**src/tsp_pkg.sv**
```systemverilog
// Constants shared by the shared-prescaler timer block
package tsp_pkg;
  // Register index width; byte address is four times the index
  localparam int IDX_W = 10;
  localparam logic [IDX_W-1:0] IDX_TICK = 10'h001;
  localparam logic [IDX_W-1:0] IDX_CORE = 10'h002;
  localparam logic [IDX_W-1:0] IDX_INTCTL = 10'h00B;
  localparam logic [IDX_W-1:0] IDX_OPTION = 10'h081;
  // Interrupt control fields
  localparam int INT_OVF_EN_BIT = 5;
  localparam int INT_OVF_FLAG_BIT = 2;
  // Option register fields
  localparam int OPT_PULLUP_OFF_BIT = 7;
  localparam int OPT_IRQ_EDGE_BIT = 6;
  localparam int OPT_SRC_BIT = 5;
  localparam int OPT_EDGE_BIT = 4;
  localparam int OPT_ASSIGN_BIT = 3;
  localparam int OPT_RATE_MSB = 2;
  localparam int OPT_RATE_LSB = 0;
  // Core control fields
  localparam int CORE_SLEEP_BIT = 0;
  localparam int CORE_WDT_CLR_BIT = 1;
  // Reset values
  localparam logic [7:0] INTCTL_RESET = 8'h00;
  localparam logic [7:0] OPTION_RESET = 8'hFF;
  localparam logic [7:0] TICK_RESET = 8'h00;
  // Instruction cycle timing
  localparam int CLK_PERIOD_NS = 8;
  localparam int CLKS_PER_INSTR = 4;
  localparam logic [1:0] PHASE_TWO = 2'h1;
  localparam logic [1:0] PHASE_FOUR = 2'h3;
  localparam logic [1:0] INHIBIT_INSTRS = 2'h2;
  // Prescaler width
  localparam int PRESC_W = 8;
endpackage : tsp_pkg

```
**src/tsp_timer.sv**
```systemverilog
// Eight-bit timer/counter with shared prescaler behind an APB slave
//
// Contract
// - Source select 0 counts instruction cycles
// - Counter write blocks increments for two instruction cycles
// - Source select 1 counts count-pin transitions
// - Edge select 0 rising, 1 falling
// - Wrap FFh to 00h sets overflow flag
// - Interrupt request only while overflow enable set
// - Sleep halts the counter completely
// - Unassigned prescaler passes count pin straight
// - Prescaler output sampled at phases two, four
// - Option bit 7 disables all pull-ups
// - Option bit 6 picks external interrupt edge
// - Assign bit picks watchdog or counter
// - Rate field divides, doubling per code
// - Prescaler is hidden eight-bit counter
// - Counter write clears assigned prescaler
// - Watchdog clear clears watchdog, and prescaler only while assigned to it
// - Counter lives at index 01h, read/write
//
// The APB register port was decided locally.
`timescale 1ns/1ps
module tsp_timer #(
  parameter int ADDR_W = 12
) (
  input wire logic clk_sys,
  input wire logic rstn,
  input wire logic psel,
  input wire logic penable,
  input wire logic pwrite,
  input wire logic [ADDR_W-1:0] paddr,
  input wire logic [31:0] pwdata,
  input wire logic [3:0] pstrb,
  output logic [31:0] prdata,
  output logic pready,
  output logic pslverr,
  input wire logic extCountPin,
  input wire logic wdtOscPin,
  output logic irqRequest,
  output logic pullupGlobalOff,
  output logic extIrqRising,
  output logic wdtTick,
  output logic wdtClear
);
  // Whole module state
  typedef struct packed {
    logic [1:0] phase;       // Q1..Q4 of the instruction cycle
    logic pinMeta;           // Count pin, first sync stage
    logic pinSync;           // Count pin, second sync stage
    logic pinXPrev;          // Last polarity-adjusted pin level
    logic wdtMeta;           // Watchdog clock, first stage
    logic wdtSync;           // Watchdog clock, second stage
    logic wdtPrev;           // Last watchdog clock level
    logic sampleLvl;         // Prescaler output seen at Q2/Q4
    logic [7:0] tick;        // Counter value
    logic [7:0] intctl;      // Interrupt control
    logic [7:0] option;      // Option register
    logic sleep;             // Core sleeping
    logic [1:0] inhibit;     // Instructions left without increments
    logic ready;             // APB ready
    logic err;               // APB error
    logic [31:0] rdata;      // APB read data
    logic irq;               // Interrupt request
    logic pullOff;           // Global pull-up disable
    logic irqRise;           // External interrupt edge
    logic wdtTick;           // Watchdog time base pulse
    logic wdtClr;            // Watchdog clear pulse
  } tsp_state_type;

  tsp_state_type s_q;
  tsp_state_type s_d;
  logic [1:0] rstPipe_q;     // Reset release synchroniser
  logic rstSync;             // Released reset for the design
  logic [tsp_pkg::PRESC_W-1:0] prescCnt;
  logic prescClear;
  logic prescAdvance;

  // Reset is asserted at once and released after two edges
  always_ff @(posedge clk_sys or negedge rstn) begin
    if (!rstn) begin
      rstPipe_q <= 2'h0;
    end else begin
      rstPipe_q <= {rstPipe_q[0], 1'b1};
    end
  end
  assign rstSync = rstPipe_q[1];

  // Decoded fields and events
  logic [tsp_pkg::IDX_W-1:0] idx;
  logic mapped;
  logic accessDone;
  logic busWr;
  logic wrTick;
  logic wdtClrReq;
  logic srcPin;
  logic assignWdt;
  logic [2:0] rate;
  logic instrTick;
  logic sampleNow;
  logic pinX;
  logic pinXRise;
  logic wdtEvent;
  logic prescOut;
  logic sampleRise;
  logic incEvent;
  logic doInc;
  logic ovfSet;
  logic [7:0] wdtMask;
  logic [tsp_pkg::PRESC_W-1:0] prescNext;
  logic [31:0] readVal;

  // Hidden prescaler; software has no path to its count
  tsp_prescaler #(
    .WIDTH(tsp_pkg::PRESC_W)
  ) u_presc (
    .clk_sys(clk_sys),
    .rstSync(rstSync),
    .clear(prescClear),
    .advance(prescAdvance),
    .count(prescCnt)
  );

  // Next-state logic
  always_comb begin
    s_d = s_q;
    idx = paddr[tsp_pkg::IDX_W+1:2];
    // Word-aligned index decode; anything else is an error
    if (paddr[1:0] != 2'h0) begin
      mapped = 1'b0;
    end else if (idx == tsp_pkg::IDX_TICK) begin
      mapped = 1'b1;
    end else if (idx == tsp_pkg::IDX_INTCTL) begin
      mapped = 1'b1;
    end else if (idx == tsp_pkg::IDX_OPTION) begin
      mapped = 1'b1;
    end else if (idx == tsp_pkg::IDX_CORE) begin
      mapped = 1'b1;
    end else begin
      mapped = 1'b0;
    end
    accessDone = psel && penable && s_q.ready;
    busWr = accessDone && pwrite && !s_q.err && pstrb[0];
    wrTick = busWr && (idx == tsp_pkg::IDX_TICK);
    wdtClrReq = busWr && (idx == tsp_pkg::IDX_CORE) && pwdata[tsp_pkg::CORE_WDT_CLR_BIT];
    srcPin = s_q.option[tsp_pkg::OPT_SRC_BIT];
    assignWdt = s_q.option[tsp_pkg::OPT_ASSIGN_BIT];
    rate = s_q.option[tsp_pkg::OPT_RATE_MSB:tsp_pkg::OPT_RATE_LSB];
    // Phase clocks
    s_d.phase = s_q.phase + 2'h1;
    instrTick = (s_q.phase == tsp_pkg::PHASE_FOUR);
    sampleNow = (s_q.phase == tsp_pkg::PHASE_TWO) || instrTick;
    // Pins pass two stages before any use
    s_d.pinMeta = extCountPin;
    s_d.pinSync = s_q.pinMeta;
    s_d.wdtMeta = wdtOscPin;
    s_d.wdtSync = s_q.wdtMeta;
    s_d.wdtPrev = s_q.wdtSync;
    wdtEvent = s_q.wdtSync && !s_q.wdtPrev;
    // Inverting the pin turns falling edges into rising ones
    pinX = s_q.pinSync ^ s_q.option[tsp_pkg::OPT_EDGE_BIT];
    s_d.pinXPrev = pinX;
    pinXRise = pinX && !s_q.pinXPrev;
    // Prescaler source follows its owner
    if (assignWdt) begin
      prescAdvance = wdtEvent;
      prescClear = wdtClrReq;
    end else begin
      prescAdvance = !s_q.sleep && (srcPin ? pinXRise : instrTick);
      prescClear = wrTick;
    end
    // Timer tap: bit n toggles every 2^n inputs, rising every 2^(n+1)
    prescOut = assignWdt ? pinX : prescCnt[rate];
    // Level seen only at Q2 and Q4, costing up to one phase of latency
    if (sampleNow) begin
      s_d.sampleLvl = prescOut;
    end
    sampleRise = sampleNow && prescOut && !s_q.sampleLvl;
    // Bypassed timer mode counts instructions directly
    incEvent = (assignWdt && !srcPin) ? instrTick : sampleRise;
    doInc = incEvent && !s_q.sleep && (s_q.inhibit == 2'h0) && !wrTick;
    ovfSet = doInc && (s_q.tick == 8'hFF);
    // Inhibit window after a software write
    if (wrTick) begin
      s_d.inhibit = tsp_pkg::INHIBIT_INSTRS;
    end else if (instrTick && (s_q.inhibit != 2'h0)) begin
      s_d.inhibit = s_q.inhibit - 2'h1;
    end
    // Counter: write wins, else free-running wrap
    if (wrTick) begin
      s_d.tick = pwdata[7:0];
    end else if (doInc) begin
      s_d.tick = s_q.tick + 8'h01;
    end
    // Register writes
    if (busWr && (idx == tsp_pkg::IDX_INTCTL)) begin
      s_d.intctl = pwdata[7:0];
    end
    if (busWr && (idx == tsp_pkg::IDX_OPTION)) begin
      s_d.option = pwdata[7:0];
    end
    if (busWr && (idx == tsp_pkg::IDX_CORE)) begin
      s_d.sleep = pwdata[tsp_pkg::CORE_SLEEP_BIT];
    end
    // Hardware set beats a software clear in the same cycle
    if (ovfSet) begin
      s_d.intctl[tsp_pkg::INT_OVF_FLAG_BIT] = 1'b1;
    end
    // Watchdog time base: rate 0 passes every input
    wdtMask = ~(8'hFF << rate);
    prescNext = prescCnt + 8'h01;
    if (assignWdt) begin
      s_d.wdtTick = wdtEvent && ((prescNext & wdtMask) == 8'h00);
    end else begin
      s_d.wdtTick = wdtEvent;
    end
    s_d.wdtClr = wdtClrReq;
    // Side outputs of the option register, and the interrupt request
    s_d.pullOff = s_d.option[tsp_pkg::OPT_PULLUP_OFF_BIT];
    s_d.irqRise = s_d.option[tsp_pkg::OPT_IRQ_EDGE_BIT];
    s_d.irq = s_d.intctl[tsp_pkg::INT_OVF_FLAG_BIT] && s_d.intctl[tsp_pkg::INT_OVF_EN_BIT];
    // Read mux, bits above the register read as zero
    if (idx == tsp_pkg::IDX_TICK) begin
      readVal = {24'h000000, s_q.tick};
    end else if (idx == tsp_pkg::IDX_INTCTL) begin
      readVal = {24'h000000, s_q.intctl};
    end else if (idx == tsp_pkg::IDX_OPTION) begin
      readVal = {24'h000000, s_q.option};
    end else if (idx == tsp_pkg::IDX_CORE) begin
      readVal = {31'h00000000, s_q.sleep};
    end else begin
      readVal = 32'h00000000;
    end
    // One wait-free access phase: ready rises with it
    s_d.ready = psel && !penable;
    s_d.err = psel && !penable && !mapped;
    if (psel && !penable) begin
      s_d.rdata = (mapped && !pwrite) ? readVal : 32'h00000000;
    end
  end

  // State register
  always_ff @(posedge clk_sys or negedge rstSync) begin
    if (!rstSync) begin
      // Edge history starts at the idle level seen through the reset edge select:
      // a low pin inverted reads high, so no phantom count follows reset
      s_q <= '{phase: 2'h0, pinMeta: 1'b0, pinSync: 1'b0,
               pinXPrev: tsp_pkg::OPTION_RESET[tsp_pkg::OPT_EDGE_BIT],
               wdtMeta: 1'b0, wdtSync: 1'b0, wdtPrev: 1'b0,
               sampleLvl: tsp_pkg::OPTION_RESET[tsp_pkg::OPT_EDGE_BIT],
               tick: tsp_pkg::TICK_RESET, intctl: tsp_pkg::INTCTL_RESET,
               option: tsp_pkg::OPTION_RESET, sleep: 1'b0, inhibit: 2'h0,
               ready: 1'b0, err: 1'b0, rdata: 32'h00000000, irq: 1'b0,
               pullOff: 1'b1, irqRise: 1'b1, wdtTick: 1'b0, wdtClr: 1'b0};
    end else begin
      s_q <= s_d;
    end
  end

  // Outputs straight from flops
  assign prdata = s_q.rdata;
  assign pready = s_q.ready;
  assign pslverr = s_q.err;
  assign irqRequest = s_q.irq;
  assign pullupGlobalOff = s_q.pullOff;
  assign extIrqRising = s_q.irqRise;
  assign wdtTick = s_q.wdtTick;
  assign wdtClear = s_q.wdtClr;
endmodule : tsp_timer

```
**src/tsp_prescaler.sv**
```systemverilog
// Shared eight-bit prescaler counter, hidden from software
`timescale 1ns/1ps
module tsp_prescaler #(
  parameter int WIDTH = tsp_pkg::PRESC_W
) (
  input wire logic clk_sys,
  input wire logic rstSync,
  input wire logic clear,
  input wire logic advance,
  output logic [WIDTH-1:0] count
);
  // Whole module state
  typedef struct packed {
    logic [WIDTH-1:0] cnt;
  } tsp_presc_type;

  tsp_presc_type s_q;
  tsp_presc_type s_d;

  // Clear beats advance so a clearing write starts from zero
  always_comb begin
    s_d = s_q;
    if (clear) begin
      s_d.cnt = '0;
    end else if (advance) begin
      s_d.cnt = s_q.cnt + {{(WIDTH-1){1'b0}}, 1'b1};
    end
  end

  // State register
  always_ff @(posedge clk_sys or negedge rstSync) begin
    if (!rstSync) begin
      s_q <= '0;
    end else begin
      s_q <= s_d;
    end
  end

  assign count = s_q.cnt;
endmodule : tsp_prescaler

```
**config.mk**
```make
export PLATFORM = sky130hd
export DESIGN_NAME = tsp_timer
export DESIGN_NICKNAME = d
export VERILOG_FILES = /design/src/tsp_pkg.sv /design/src/tsp_timer.sv /design/src/tsp_prescaler.sv
export SDC_FILE = /design/constraint.sdc
export NUM_CORES = 1
export LEC_CHECK = 0
export BUFFER_PORTS_ARGS = -buffer_cell sky130_fd_sc_hd__clkbuf_2
export CORE_ASPECT_RATIO = 1.75
export CORE_MARGIN = 1
export CORE_UTILIZATION = 35
export CTS_BUF_LIST = sky130_fd_sc_hd__clkbuf_8 sky130_fd_sc_hd__clkbuf_16
export DETAILED_ROUTE_END_ITERATION = 8
export GPL_TIMING_DRIVEN = 0
export MAX_ROUTING_LAYER = met4
export SYNTH_ARGS = -nofsm -noshare
export SYNTH_HDL_FRONTEND = slang
export SYNTH_SLANG_ARGS = --single-unit
```
**constraint.sdc**
```tcl
create_clock -name clk_sys -period 3.7 [get_ports clk_sys]
set_input_delay 0.185 -clock clk_sys [delete_from_list [all_inputs] [get_ports clk_sys]]
set_output_delay 0.185 -clock clk_sys [all_outputs]
set_load 0.005 [all_outputs]
```
# Yosys cells after proc, flatten, opt, wreduce, memory -nomap -nowiden
# Index checks and enable logic that the tools add are counted.
[op_classes]
n_reduce_logical = 44
shift = 1
magnitude_cmp = 1
bitwise = 3
n_eq_ne = 7
n_addsub = 4
n_mux = 27
[op_table]
columns = ["operator", "n"]
rows = [
  ["two-way mux 8 bit", 8],
  ["two-way mux 32 bit", 1],
  ["logical AND 1 bit", 26],
  ["adder 8 x 1 -> 8 bit, second input constant", 2],
  ["two-way mux 1 bit", 14],
  ["equality test 10 x 1 -> 1 bit, second input constant", 1],
  ["equality test 10 x 2 -> 1 bit, second input constant", 1],
  ["equality test 10 x 4 -> 1 bit, second input constant", 1],
  ["equality test 10 x 8 -> 1 bit, second input constant", 1],
  ["logical NOT 1 bit", 10],
  ["nonzero test 2 bit", 5],
  ["AND 8 bit", 1],
  ["equality test 8 bit, second input constant", 1],
  ["logical NOT 8 bit", 1],
  ["inverter 8 bit", 1],
  ["left shift 8 x 3 -> 8 bit, first input constant", 1],
  ["two-way mux 6 bit", 1],
  ["< comparator 3 x 4 -> 1 bit, second input constant", 1],
  ["two-way mux 2 bit", 2],
  ["binary-select mux 1 bit (select 3 bit)", 1],
  ["adder 2 x 1 -> 2 bit, second input constant", 1],
  ["equality test 2 x 1 -> 1 bit, second input constant", 1],
  ["equality test 2 bit, second input constant", 1],
  ["logical NOT 2 bit", 1],
  ["3 further kinds", 3],
]
[totals]
regBits = 85
in_bits = 55
out_inout_bits = 39
elab_cells = 112

# Depth between registers and ports, before layout
# Gate-level depths: netlist (run 1).
[depth]
ltp_word = 12
mapped_depth = 8
mapped_depth_nobuf = 8

# By module
# Synthesis (run 1) repeated with hierarchy kept, for this count alone.
[hier_totals]
hier_cells = 304
area_unflattened_um2 = 3246.9
[by_module_without_submodules]
columns = ["module", "area_per_inst_um2", "seq_area_each_um2", "cells_each", "n_inst"]
rows = [
  ["tsp_timer", 2850.2, 1288.7, 267, 1],
  ["tsp_prescaler", 396.6, 200.2, 37, 1],
]

# Worst setup path after synthesis (run 1)
# No wires, ideal clock.
[synth_path]
path_type = "register -> register"
startpoint = "register s_q (netlist bit rate[0])"
endpoint = "register s_q[65] (netlist name)"
synth_period_minus_slack_ns = 2.177
slack_ns = 1.523
path_stages_with_launch = 8
required_time_ns = 3.629
arrival_ns = 2.106
setup_ns = 0.071
path_buffers = 1
cell_sequence = "dfstp_2 > buf_4 > mux2i_1 > a22oi_2 > nand4_4 > a2111o_1 > or4_1 > nand4_1"
[synth_via]
elab_chain_cells = 10
[synth_lines]
columns = ["element", "line", "text"]
rows = [
  ["start, declared", "tsp_timer.sv:71", "tsp_state_type s_q;"],
  ["start signal, assigned", "tsp_timer.sv:247", "s_q <= '{phase: 2'h0, pinMeta: 1'b0, pinSync: 1'b0,"],
  ["binary-select mux 1 bit (select 3 bit)", "tsp_timer.sv:173", "prescOut = assignWdt ? pinX : prescCnt[rate];"],
  ["two-way mux 1 bit (not written as such)", "tsp_timer.sv:173", ""],
  ["two-way mux 1 bit", "tsp_timer.sv:173", ""],
  ["logical AND 1 bit (2 in series)", "tsp_timer.sv:178", "sampleRise = sampleNow && prescOut && !s_q.sampleLvl;"],
  ["two-way mux 1 bit", "tsp_timer.sv:180", "incEvent = (assignWdt && !srcPin) ? instrTick : sampleRise;"],
  ["logical AND 1 bit (3 in series)", "tsp_timer.sv:181", "doInc = incEvent && !s_q.sleep && (s_q.inhibit == 2'h0) && !wrTick;"],
  ["nonzero test 2 bit (no line)", "--", ""],
]
# No other way between the ends. The select of a mux whose other input is x is not followed.
# A chain may end at the register's enable or synchronous reset.

# Worst setup path after layout (run 1)
# Ends and elaborated chain as after synthesis.

==> out/summary.json, run 1 <==
{
  "result_of_the_run": {"value": "completed"},
  "tritoncts_clock_tree": {"value": "done"},
  "cap_violations": {"value": 0},
  "utilization": {"value": 44.54, "unit": "%"},
  "drcViolationCount": {"value": 0},
  "ys_async_sr_fraction": {"value": 100.0, "unit": "%"},
  "gp_congestion": {"value": 0.8457},
  "cts_max_path_buffers": {"value": 2},
  "synth_edf_count": {"value": 0},
  "hold_violations": {"value": 0},
  "drt_iter0_drc": {"value": 160},
  "critical_path.max_stage_delay": {"value": 0.51, "unit": "ns"},
  "yosys_warnings": {"value": 0},
  "clkSlewWorstSetupHoldPaths": {"value": 0.05, "unit": "ns"},
  "yosys_most_used_dff": {"value": "sky130_fd_sc_hd__dfrtp_1"},
  "max-vdd-ir-drop": {"value": 249.2, "unit": "uV"},
  "overflow": {"value": 0},
  "gr-usage-all-layers": {"value": 16.88, "unit": "%"},
  "synth.yosys.seq_area_share": {"value": 45.98, "unit": "%"},
  "whs_endpoint": {"value": "s_q[63]"},
  "worst_slack_at_placement": {"value": 1.333, "unit": "ns"},
  "via_per_inst": {"value": 4.783},
  "clock_sinks": {"value": 59},
  "postSynthAreaPerCell": {"value": 9.963, "unit": "um^2"},
  "grt_pass1_wl": {"value": 11.79, "unit": "mm"},
  "timing.critical_path.fanout_max": {"value": 10},
  "cellPowerDensity": {"value": 398.2, "unit": "nW/um^2"},
  "detailedRoute.firstPassIterationCount": {"value": 4},
  "drive_gt1_share": {"value": 28.29, "unit": "%"},
  "multi_input_comb_area": {"value": 1488, "unit": "um^2"},
  "floorplan.rows": {"value": 46},
  "postSynthRegisterBits": {"value": 59},
  "startpoint_of_the_lowest_slack_register_to_register_path": {"value": "rate[0]"},
  "cts.htree.levels": {"value": 3},
  "slew_violations": {"value": 0},
  "worst_setup_path_start_kind": {"value": "flop"},
  "vias_in_the_first_global_route": {"value": 2470},
  "crit_slowest_cell": {"value": "sky130_fd_sc_hd__dfstp_2"},
  "pin_count": {"value": 94},
  "regArea": {"value": 1490, "unit": "um^2"},
  "finalHoldWorstSlack": {"value": 0.1090, "unit": "ns"},
  "clock_tree.root_cell": {"value": "sky130_fd_sc_hd__clkbuf_16"},
  "placed_area": {"value": 3706, "unit": "um^2"},
  "reg2reg_to": {"value": "s_q[65]"},
  "timing.final.crit_share": {"value": 63.51, "unit": "%"},
  "setup_tns": {"value": 0, "unit": "ns"},
  "mappedNetlistArea": {"value": 3238, "unit": "um^2"},
  "via_count_of_the_routed_design": {"value": 2535},
  "core": {"value": 9036, "unit": "um^2"},
  "period_needed": {"value": 2.350, "unit": "ns"},
  "chipHeight": {"value": 129.2, "unit": "um"},
  "crit_arrival": {"value": 2.61, "unit": "ns"},
  "grt_setup_unrepaired": {"value": "false"},
  "synthCells": {"value": 325},
  "layout-area-overhead-vs-synth": {"value": 24.30, "unit": "%"},
  "detailed_place_hpwl": {"value": 5.404, "unit": "mm"},
  "max_freq": {"value": 425.5, "unit": "MHz"},
  "num_antenna_cells": {"value": 0},
  "rr_worst_depth": {"value": 7},
  "postRouteAntennaNets": {"value": 0},
  "max_slew.worst_pin.slew": {"value": 0.7719, "unit": "ns"},
  "yosysUniqueCellTypes": {"value": 46},
  "die_w": {"value": 74.71, "unit": "um"},
  "wl": {"value": 7.107, "unit": "mm"},
  "leakagePower": {"value": 0.001908, "unit": "uW"},
  "dieArea": {"value": 9656, "unit": "um^2"},
  "hold_wc_startpoint": {"value": "pwdata[5]"},
  "finClkSkew": {"value": 0.005049, "unit": "ns"},
  "cp_cell_sequence": {"value": "buf_4, mux2i_1, a22oi_2, nand4_4, a2111o_1, or4_1, nand4_1"},
  "worst_path_required_time": {"value": 3.96, "unit": "ns"},
  "placement.io_buffers": {"value": 42},
  "worstSetupPathType": {"value": "reg -> reg"},
  "rrSetupSlack": {"value": 1.35, "unit": "ns"},
  "final_net_count": {"value": 465},
  "antenna_found_initial": {"value": 0},
  "design_area": {"value": 4025, "unit": "um^2"},
  "nFillCells": {"value": 874},
  "max-slew-margin-rel": {"value": 48.54, "unit": "%"},
  "postLayoutSetupSlackWorst": {"value": 1.350, "unit": "ns"},
  "routed_wire_length_per_instance": {"value": 13.41, "unit": "um"},
  "depth_of_the_worst_hold_timing_path": {"value": 3},
  "tritoncts_buffers": {"value": 9},
  "grt_start_max_net_pins": {"value": 39},
  "initial_utilization": {"value": 35.83, "unit": "%"},
  "clk_latency": {"value": 0.33, "unit": "ns"},
  "category_of_the_worst_setup_path_capture_point": {"value": "flop"},
  "setup_violations": {"value": 0},
  "hold_path.class": {"value": "in -> reg"}
}
cell families (layout without fill, tap and decap cells):
group | Yosys count | in the layout | share of synthesized area, %
DFF | 59 | 59 | 45.98
xor gates and xnor gates | 18 | 18 | 4.869
and+or+nand+nor | 99 | 99 | 15.07
other | 2 | 25 | 0.2319
adders and majority gates | 5 | 5 | 1.932
AOI/OAI and AO/OA | 55 | 55 | 11.32
muxes | 29 | 29 | 9.853
buffers and inverters | 58 | 120 | 10.74
where the power goes:
part | switching, uW | internal (uW)
combinational | 63.8 | 62.5
sequential | 10.7 | 666
clock | 273 | 527
total | 347 | 1260
stage by stage:
stage / total power (uW) / instances
after CTS: 1621 / 530
after floorplan: 767.3 / 348
after global placement: 803.5 / 510
final: 1603 / 530
after global routing: 1670 / 530
after detailed placement: 811.8 / 511
area by class of cell:
cell class / instances / share of cell area, %
clock inverter: 6 / 1.243
inverter: 13 / 1.212
sequential: 59 / 37.02
timing repair buffer: 46 / 6.466
buffer: 45 / 7.429
multi-input combinational: 231 / 36.96
clock buffer: 10 / 5.937
tap: 120 / 3.730
worst max-delay path by stage:
stage | start | to | depth (start not counted)
after floorplan | rate[0] | s_q[65] | 7
after global placement | rstPipe_q[1] | prdata[5] | 0
after detailed placement | pready | s_q[64] | 6
after CTS | pready | s_q[64] | 6
after global routing | pready | s_q[59] | 7
final | rate[0] | s_q[65] | 7
cell usage after synthesis, drive strengths merged, types with 2 or more instances:
| cell | instances | area share [%] |
|---|---|---|
| dfstp | 10 | 8.1 |
| xnor2 | 16 | 4.3 |
| and3 | 3 | 0.58 |
| nor2 | 24 | 2.8 |
| nor3 | 4 | 0.62 |
| conb | 2 | 0.23 |
| ha | 5 | 1.9 |
| nand2b | 4 | 0.77 |
| a21oi | 8 | 1.2 |
| a211oi | 4 | 0.93 |
| clkbuf | 8 | 0.97 |
| nand3 | 11 | 1.7 |
| dfrtp | 49 | 38 |
| inv | 13 | 1.5 |
| a22oi | 9 | 2.2 |
| xor2 | 2 | 0.54 |
| nor2b | 5 | 0.97 |
| a32o | 2 | 0.62 |
| buf | 37 | 8.3 |
| nand2 | 31 | 3.6 |
| mux2i | 6 | 1.9 |
| nor4b | 2 | 0.54 |
| o21ai | 18 | 2.8 |
| mux2 | 23 | 8.0 |
| nor4 | 2 | 0.39 |
| nor3b | 2 | 0.46 |
| nand4 | 8 | 2.0 |
| a31oi | 4 | 0.77 |
| o22ai | 2 | 0.39 |
what timing repair did:
action / in CTS / in global routing
setup buffers: 0 / 0
resized for setup: 0 / 0
hold endpoints to repair: 4 / 0
hold buffers: 3 / 0
metal layers:
metal / vias up / GRT usage [%] / wire length, um
met1: 1194 / 18.89 / 2783
li1: 1241 / - / -
met5: - / - / 0
met2: 85 / 27.93 / 3797
met3: 15 / 2.877 / 313
met4: 0 / 9.212 / 213
cell usage in the layout (no fill, tap or decap), types with 5 or more instances in the layout:
cell | Yosys | layout
sky130_fd_sc_hd__inv_1 | 13 | 17
sky130_fd_sc_hd__a22oi_1 | 8 | 8
sky130_fd_sc_hd__nor2_1 | 24 | 24
sky130_fd_sc_hd__clkbuf_16 | 0 | 9
sky130_fd_sc_hd__clkbuf_1 | 7 | 7
sky130_fd_sc_hd__o21ai_1 | 16 | 16
sky130_fd_sc_hd__a21oi_1 | 8 | 8
sky130_fd_sc_hd__nand2_1 | 31 | 31
sky130_fd_sc_hd__xnor2_1 | 16 | 16
sky130_fd_sc_hd__conb_1 | 2 | 25
sky130_fd_sc_hd__mux2_1 | 14 | 14
sky130_fd_sc_hd__mux2_2 | 9 | 9
sky130_fd_sc_hd__buf_4 | 33 | 33
sky130_fd_sc_hd__nand4_1 | 7 | 7
sky130_fd_sc_hd__ha_1 | 5 | 5
sky130_fd_sc_hd__dfstp_2 | 10 | 10
sky130_fd_sc_hd__mux2i_1 | 6 | 6
sky130_fd_sc_hd__nor2b_1 | 5 | 5
sky130_fd_sc_hd__clkbuf_2 | 1 | 43
sky130_fd_sc_hd__dfrtp_1 | 49 | 48
sky130_fd_sc_hd__nand3_1 | 11 | 11
worst max-delay path, delay by kind of cell, from the launching register on:
kind | cells | cell delay (ns)
buffers and inverters | 1 | 0.17
DFF | 1 | 0.51
muxes | 1 | 0.11
AOI/OAI and AO/OA | 2 | 0.73
and+or+nand+nor | 3 | 0.76
sequential cells by signal (all words and copies together), names as in the netlist:
signal and cells:
wdtTick 1, irqRequest 1, pready 1, wdtClear 1, u_presc.count 8, rstPipe_q 2, rate 3, pslverr 1
prdata 8, s_d 3, s_q 29, assignWdt 1
Note: power is estimated with default switching activity, not from simulation.
==> run 2, diff against run 1 <==
Clock period 3.7 ns to 2.3 ns, I/O delays scaled along.
==> run 2 against run 1 <==
Net effect: count of clock-buffer cells in the layout did not move; fmax is 5.5% higher; sequential share of layout area is 0.39 points lower; die area did not move; routed wire length is 0.66% higher; non-clock buffer count up 3; critical path depth unchanged; cell area up 1.1%; combinational power rose by 62%; flip-flop and latch count unchanged; core utilization rose by 0.47 points.
==> out/summary.json, run 2 (synthesis results as in run 1) <==
{
  "die_w": {"value": 74.71, "unit": "um", "change": "unchanged"},
  "cts_max_path_buffers": {"value": 2, "change": "unchanged"},
  "cp_cell_sequence": {"value": "buf_2, nor2b_1, a22oi_2, nand4_4, a2111o_1, or4_1, nand4_1"},
  "setup_tns": {"value": 0, "unit": "ns", "change": "unchanged"},
  "wl": {"value": 7.154, "unit": "mm", "change": "+0.66%"},
  "gp_congestion": {"value": 0.8457, "change": "unchanged"},
  "timing.final.crit_share": {"value": 96.81, "unit": "%", "change": "+33 points"},
  "antenna_found_initial": {"value": 0, "change": "unchanged"},
  "depth_of_the_worst_hold_timing_path": {"value": 3, "change": "unchanged"},
  "hold_wc_startpoint": {"value": "pwdata[5]"},
  "layout_common_cells": {"value": "sky130_fd_sc_hd__dfrtp_1, sky130_fd_sc_hd__clkbuf_2, sky130_fd_sc_hd__buf_4"},
  "clk_latency": {"value": 0.33, "unit": "ns", "change": "about the same"},
  "grt_pass1_wl": {"value": 11.80, "unit": "mm", "change": "+0.12%"},
  "critical_path.max_stage_delay": {"value": 0.51, "unit": "ns", "change": "about the same"},
  "via_per_inst": {"value": 4.782, "change": "about the same"},
  "max-vdd-ir-drop": {"value": 396.8, "unit": "uV", "change": "+59%"},
  "chipHeight": {"value": 129.2, "unit": "um", "change": "unchanged"},
  "reg2reg_to": {"value": "s_q[65]"},
  "setup_violations": {"value": 0, "change": "unchanged"},
  "max-slew-margin-rel": {"value": 51.56, "unit": "%", "change": "+3.0 points"},
  "clock_sinks": {"value": 59, "change": "unchanged"},
  "final_net_count": {"value": 468, "change": "+0.65%"},
  "crit_slowest_cell": {"value": "sky130_fd_sc_hd__dfstp_2"},
  "leakagePower": {"value": 0.001926, "unit": "uW", "change": "+0.95%"},
  "design_area": {"value": 4068, "unit": "um^2", "change": "+1.1%"},
  "tritoncts_buffers": {"value": 9, "change": "unchanged"},
  "critPathTopFamily": {"value": "simple AND/OR/NAND/NOR gates"},
  "cts.htree.levels": {"value": 3, "change": "unchanged"},
  "clkSlewWorstSetupHoldPaths": {"value": 0.05, "unit": "ns", "change": "about the same"},
  "overflow": {"value": 0, "change": "unchanged"},
  "placement.io_buffers": {"value": 42, "change": "unchanged"},
  "cap_violations": {"value": 0, "change": "unchanged"},
  "clock_tree.root_cell": {"value": "sky130_fd_sc_hd__clkbuf_16"},
  "timing.critical_path.fanout_max": {"value": 10, "change": "unchanged"},
  "cellPowerDensity": {"value": 633.8, "unit": "nW/um^2", "change": "+59%"},
  "max_freq": {"value": 449.1, "unit": "MHz", "change": "+5.5%"},
  "critical_path_buf_inv_count": {"value": 1, "change": "unchanged"},
  "layout-area-overhead-vs-synth": {"value": 25.62, "unit": "%"},
  "detailed_place_hpwl": {"value": 5.404, "unit": "mm", "change": "unchanged"},
  "placed_area": {"value": 3706, "unit": "um^2", "change": "unchanged"},
  "largest_register_ffs": {"value": 29, "change": "unchanged"},
  "via_count_of_the_routed_design": {"value": 2549, "change": "+0.55%"},
  "drive_gt1_share": {"value": 29.78, "unit": "%", "change": "+1.5 points"},
  "drcViolationCount": {"value": 0, "change": "unchanged"},
  "design_power_total": {"value": 2578, "unit": "uW", "change": "+61%"},
  "dieArea": {"value": 9656, "unit": "um^2", "change": "unchanged"},
  "category_of_the_worst_setup_path_capture_point": {"value": "flop"},
  "period_needed": {"value": 2.227, "unit": "ns", "change": "-0.1234 ns"},
  "crit_arrival": {"value": 2.49, "unit": "ns", "change": "-0.12 ns"},
  "result_of_the_run": {"value": "completed"},
  "startpoint_of_the_lowest_slack_register_to_register_path": {"value": "rate[1]"},
  "rrSetupSlack": {"value": 0.07, "unit": "ns", "change": "-1.28 ns"},
  "worst_path_required_time": {"value": 2.56, "unit": "ns", "change": "-1.40 ns"},
  "floorplan.rows": {"value": 46, "change": "unchanged"},
  "hold_path.class": {"value": "in -> reg"},
  "vias_in_the_first_global_route": {"value": 2475, "change": "+0.20%"},
  "slew_violations": {"value": 0, "change": "unchanged"},
  "worst_setup_path_start_kind": {"value": "flop"},
  "pin_count": {"value": 94, "change": "unchanged"},
  "gr-usage-all-layers": {"value": 16.89, "unit": "%", "change": "about the same"},
  "worstSetupPathType": {"value": "reg -> reg"},
  "postRouteAntennaNets": {"value": 0, "change": "unchanged"},
  "routed_wire_length_per_instance": {"value": 13.42, "unit": "um", "change": "about the same"},
  "detailedRoute.firstPassIterationCount": {"value": 4, "change": "unchanged"},
  "layout.cells.most_common": {"value": "sky130_fd_sc_hd__dfrtp_1"},
  "initial_utilization": {"value": 35.83, "unit": "%", "change": "unchanged"},
  "core": {"value": 9036, "unit": "um^2", "change": "unchanged"},
  "max_slew.worst_pin.slew": {"value": 0.7164, "unit": "ns", "change": "-0.05546 ns"},
  "hold_violations": {"value": 0, "change": "unchanged"},
  "drt_iter0_drc": {"value": 174, "change": "+8.8%"},
  "finClkSkew": {"value": 0.004880, "unit": "ns", "change": "-0.0001699 ns"},
  "rr_worst_depth": {"value": 7, "change": "unchanged"},
  "grt_setup_unrepaired": {"value": "false"},
  "whs_endpoint": {"value": "s_q[63]"},
  "num_antenna_cells": {"value": 0, "change": "unchanged"},
  "grt_start_max_net_pins": {"value": 39, "change": "unchanged"},
  "top_register": {"value": "s_q"},
  "tritoncts_clock_tree": {"value": "done"}
}
## run 2: worst max-delay path by stage
stage	from	to	slack (ns)	cells past startpoint
detailed placement	pready	s_q[64]	-0.07	6
CTS	rate[0]	s_q[65]	0.009	7
global placement	rstPipe_q[1]	prdata[5]	-0.17	0
global route	rate[1]	s_q[65]	0.006	7
floorplan	rate[0]	s_q[65]	0.12	7
finish	rate[1]	s_q[65]	0.07	7
## run 2: power breakdown
group	switching [uW]	total [uW]	internal, uW
combinational	103	204	101
clock	438	1290	848
sequential	17.4	1090	1070
total	558	2580	2020
## run 2: worst register-to-register path: stages, from the launching register on
cell and delay (ns):
sky130_fd_sc_hd__dfstp_2 0.51, sky130_fd_sc_hd__buf_2 0.20, sky130_fd_sc_hd__nor2b_1 0.08, sky130_fd_sc_hd__a22oi_2 0.22, sky130_fd_sc_hd__nand4_4 0.16, sky130_fd_sc_hd__a2111o_1 0.42
sky130_fd_sc_hd__or4_1 0.48, sky130_fd_sc_hd__nand4_1 0.10
## run 2: layout make-up
| class | instances | area [um^2] |
|---|---|---|
| sequential | 59 | 1490 |
| clock buffer | 10 | 239.0 |
| inverter | 13 | 48.80 |
| clock inverter | 6 | 50.05 |
| fill | 867 | 4969 |
| timing repair buffer | 49 | 282.8 |
| multi-input combinational | 231 | 1503 |
| buffer | 45 | 304.0 |
| tap | 120 | 150.1 |
## run 2: routing by layer
metal,up-vias,share of wire (%),GRT usage (%)
met5,-,0,-
met3,15,3.7,2.877
li1,1246,-,-
met1,1211,40,18.89
met4,0,2.9,9.212
met2,77,54,27.98
## run 2: what timing repair did
action / in CTS / in global routing
pin swaps: 2 / 2
gates resized for setup: 1 / 5
buffers inserted: 1 / 2
hold buffers: 3 / 0
setup endpoints to repair: 8 / 12
hold endpoints to repair: 4 / 0
## run 2: through the flow
| step | setup slack, ns | utilization [%] | hold WS [ns] | cells |
|---|---|---|---|---|
| final | 0.07337 | 45.02 | 0.04013 | 533 |
| after global routing | 0.005694 | 45.02 | 0.04811 | 533 |
| after CTS | 0.009290 | 44.68 | 0.03348 | 531 |
| after detailed placement | -0.06716 | 41.01 | -0.09846 | 511 |
| after global placement | -0.1701 | 40.78 | -0.09908 | 510 |
| after floorplan | 0.1227 | - | -0.1806 | 348 |
==> run 3, diff against run 2 <==
Settings changed: PLACE_DENSITY set to 0.57.
==> run 3 against run 2 <==
Net effect: via count is 1.1% lower; non-clock buffer count fell by 3; critical endpoint unchanged; register-to-register slack about the same; sequential share of layout area rose by 0.10 points; total power is 0.38% higher.
==> out/summary.json, run 3 (synthesis results as in run 1) <==
{
  "die_w": {"value": 74.71, "unit": "um", "change": "unchanged"},
  "drt_iter0_drc": {"value": 178, "change": "+2.3%"},
  "antenna_found_initial": {"value": 0, "change": "unchanged"},
  "period_needed": {"value": 2.219, "unit": "ns", "change": "-0.007841 ns"},
  "gr-usage-all-layers": {"value": 16.57, "unit": "%", "change": "-0.32 points"},
  "via_count_of_the_routed_design": {"value": 2522, "change": "-1.1%"},
  "finish.cell_count_without_fillers": {"value": 530, "change": "-0.56%"},
  "vias_in_the_first_global_route": {"value": 2476, "change": "+0.040%"},
  "timing.critical_path.fanout_max": {"value": 10, "change": "unchanged"},
  "gr-max-usage-layer": {"value": "met2"},
  "clock_tree.root_cell": {"value": "sky130_fd_sc_hd__clkbuf_16"},
  "cellPowerDensity": {"value": 637.9, "unit": "nW/um^2", "change": "+0.66%"},
  "max_freq": {"value": 450.7, "unit": "MHz", "change": "+0.35%"},
  "clk_latency": {"value": 0.33, "unit": "ns", "change": "about the same"},
  "hold_path.class": {"value": "in -> reg"},
  "cts.htree.levels": {"value": 3, "change": "unchanged"},
  "finClkSkew": {"value": 0.005275, "unit": "ns", "change": "+0.0003951 ns"},
  "dieArea": {"value": 9656, "unit": "um^2", "change": "unchanged"},
  "gr-usage-met2": {"value": 27.56, "unit": "%", "change": "-0.42 points"},
  "tritoncts_clock_tree": {"value": "done"},
  "tritoncts_buffers": {"value": 9, "change": "unchanged"},
  "crit_arrival": {"value": 2.48, "unit": "ns", "change": "about the same"},
  "timing.final.crit_share": {"value": 96.47, "unit": "%", "change": "-0.34 points"},
  "result_of_the_run": {"value": "completed"},
  "netSwitchingPower": {"value": 568.8, "unit": "uW", "change": "+1.9%"},
  "placed_area": {"value": 3706, "unit": "um^2", "change": "unchanged"},
  "slew_violations": {"value": 0, "change": "unchanged"},
  "grt_start_max_net_pins": {"value": 34, "change": "-13%"},
  "placement.io_buffers": {"value": 42, "change": "unchanged"},
  "layout_common_cells": {"value": "sky130_fd_sc_hd__dfrtp_1, sky130_fd_sc_hd__clkbuf_2, sky130_fd_sc_hd__buf_4"},
  "cp_cell_sequence": {"value": "buf_8, mux2i_1, a22oi_2, nand4_4, a2111o_1, or4_1, nand4_1"},
  "clkSlewWorstSetupHoldPaths": {"value": 0.05, "unit": "ns", "change": "about the same"},
  "drive_gt1_share": {"value": 29.51, "unit": "%", "change": "-0.27 points"},
  "power.combinational.fraction": {"value": 7.9, "unit": "%", "change": "about the same"},
  "max_slew.worst_pin.slew": {"value": 0.7736, "unit": "ns", "change": "+0.05713 ns"},
  "hold_violations": {"value": 0, "change": "unchanged"},
  "utilization": {"value": 44.89, "unit": "%", "change": "-0.12 points"},
  "met3_usage": {"value": 3.188, "unit": "%", "change": "+0.31 points"},
  "p_clk_share": {"value": 50.0, "unit": "%", "change": "about the same"},
  "gp_congestion": {"value": 0.8551, "change": "+1.1%"},
  "detailedRoute.firstPassIterationCount": {"value": 4, "change": "unchanged"},
  "category_of_the_worst_setup_path_capture_point": {"value": "flop"},
  "power_frac_seq": {"value": 42.2, "unit": "%", "change": "about the same"},
  "cap_violations": {"value": 0, "change": "unchanged"},
  "nFillCells": {"value": 873, "change": "+0.69%"},
  "initial_utilization": {"value": 35.83, "unit": "%", "change": "unchanged"},
  "critPathTopFamily": {"value": "compound AO/OA/AOI/OAI gates"},
  "worst_slack_at_placement": {"value": -0.03913, "unit": "ns", "change": "+0.02803 ns"},
  "chipHeight": {"value": 129.2, "unit": "um", "change": "unchanged"},
  "core": {"value": 9036, "unit": "um^2", "change": "unchanged"},
  "worst_path_required_time": {"value": 2.56, "unit": "ns", "change": "about the same"},
  "sw_frac_of_total": {"value": 21.98, "unit": "%", "change": "+0.32 points"},
  "max-slew-margin-rel": {"value": 47.70, "unit": "%", "change": "-3.9 points"},
  "layout.cells.most_common": {"value": "sky130_fd_sc_hd__dfrtp_1"},
  "top_register": {"value": "s_q"},
  "post-place-cells": {"value": 511, "change": "unchanged"},
  "clock_sinks": {"value": 59, "change": "unchanged"},
  "drcViolationCount": {"value": 0, "change": "unchanged"},
  "num_antenna_cells": {"value": 0, "change": "unchanged"},
  "pin_count": {"value": 94, "change": "unchanged"},
  "final_net_count": {"value": 465, "change": "-0.64%"},
  "design_area": {"value": 4056, "unit": "um^2", "change": "-0.28%"},
  "postRouteAntennaNets": {"value": 0, "change": "unchanged"},
  "max-vdd-ir-drop": {"value": 353.3, "unit": "uV", "change": "-11%"},
  "layout-area-overhead-vs-synth": {"value": 25.27, "unit": "%"},
  "crit_slowest_cell": {"value": "sky130_fd_sc_hd__dfstp_2"},
  "postLayoutSetupSlackWorst": {"value": 0.08121, "unit": "ns", "change": "+0.007841 ns"},
  "critical_path.max_stage_delay": {"value": 0.53, "unit": "ns", "change": "+0.02 ns"},
  "via_per_inst": {"value": 4.758, "change": "-0.50%"},
  "routed_wire_length_per_instance": {"value": 13.49, "unit": "um", "change": "+0.52%"},
  "worstSetupPathType": {"value": "reg -> reg"},
  "setup_violations": {"value": 0, "change": "unchanged"},
  "cts_max_path_buffers": {"value": 2, "change": "unchanged"},
  "critical_path_buf_inv_count": {"value": 1, "change": "unchanged"},
  "detailed_place_hpwl": {"value": 5.339, "unit": "mm", "change": "-1.2%"},
  "grt_pass1_wl": {"value": 11.57, "unit": "mm", "change": "-1.9%"},
  "internal_pwr_total": {"value": 2019, "unit": "uW", "change": "about the same"},
  "floorplan.rows": {"value": 46, "change": "unchanged"},
  "overflow": {"value": 0, "change": "unchanged"},
  "worst_setup_path_start_kind": {"value": "flop"},
  "leakagePower": {"value": 0.001913, "unit": "uW", "change": "-0.66%"},
  "wl": {"value": 7.151, "unit": "mm", "change": "about the same"},
  "gr-usage-met1": {"value": 18.07, "unit": "%", "change": "-0.82 points"},
  "largest_register_ffs": {"value": 29, "change": "unchanged"},
  "design_power_total": {"value": 2588, "unit": "uW", "change": "+0.38%"},
  "grt_setup_unrepaired": {"value": "false"}
}
==> run 3: cell count changes in the layout (fill, tap and decap cells not counted) <==
cell	change
sky130_fd_sc_hd__buf_2	-1
sky130_fd_sc_hd__buf_4	-2
sky130_fd_sc_hd__buf_6	-1
sky130_fd_sc_hd__buf_8	+1
sky130_fd_sc_hd__nor3_1	-1
sky130_fd_sc_hd__nor3_2	+1
==> run 3: repair_timing <==
| item | CTS | global route |
|---|---|---|
| gates cloned | 0 | 0 |
| hold buffers | 3 | 0 |
| setup endpoints to repair | 9 | 6 |
| pin swaps | 1 | 5 |
| resized for setup | 1 | 7 |
| hold endpoints to repair | 4 | 0 |
| setup buffers | 0 | 1 |
==> run 3: path summary, 6_finish.rpt <==
check | slack (ns) | end | cells past startpoint | start
setup / recovery | 0.08 | s_q[65] | 7 | rate[0]
hold / removal | 0.04 | s_q[63] | 3 | pwdata[5]
setup reg to reg | 0.08 | s_q[65] | 7 | rate[0]
hold reg to reg | 0.26 | u_presc.count[0] | 0 | rstPipe_q[1]
max in group asynchronous | 1.39 | s_q[49] | 1 | rstPipe_q[1]
min in group asynchronous | 0.11 | rstPipe_q[0] | 2 | rstn
==> run 3: worst min-delay path: cells and delay by family <==
family	cells	cell delay [ns]
and+or+nand+nor	1	0.05
AOI/OAI and AO/OA	1	0.05
buffers and inverters	1	0.11
==> run 3: area by class of cell <==
cell class              count  area (um^2)  area share, %
plain buffers              44        302.8          7.465
clock buffers              10        239.0          5.891
clock inverters             6        50.05          1.234
inverters                  13        48.80          1.203
multi-input cells         231         1508          37.17
flip-flops and latches     59         1490          36.74
well taps                 120        150.1          3.701
repair buffers             47        267.8          6.601
==> run 3: power by group through the flow <==
stage	logic, uW	clock network, uW	registers, uW
floorplan	124	0	1110
global placement	176	0	1120
detailed placement	198	0	1110
CTS	203	1320	1090
global route	236	1370	1090
finish	203	1290	1090
==> run 3: metal layers <==
layer	vias up	routed length, um
met3	16	260
met1	1210	2920
met2	63	3777
met4	0	193
met5	-	0
li1	1233	-
==> run 3: metrics by stage <==
| step | TNS [ns] | hold slack (ns) |
|---|---|---|
| 2_1_floorplan | 0 | -0.1806 |
| 3_3_place_gp | -7.633 | -0.09867 |
| 3_5_place_dp | -0.1645 | -0.09550 |
| 4_1_cts | 0 | 0.02714 |
| 5_1_grt | 0 | 0.04875 |
| 6_report | 0 | 0.03888 |
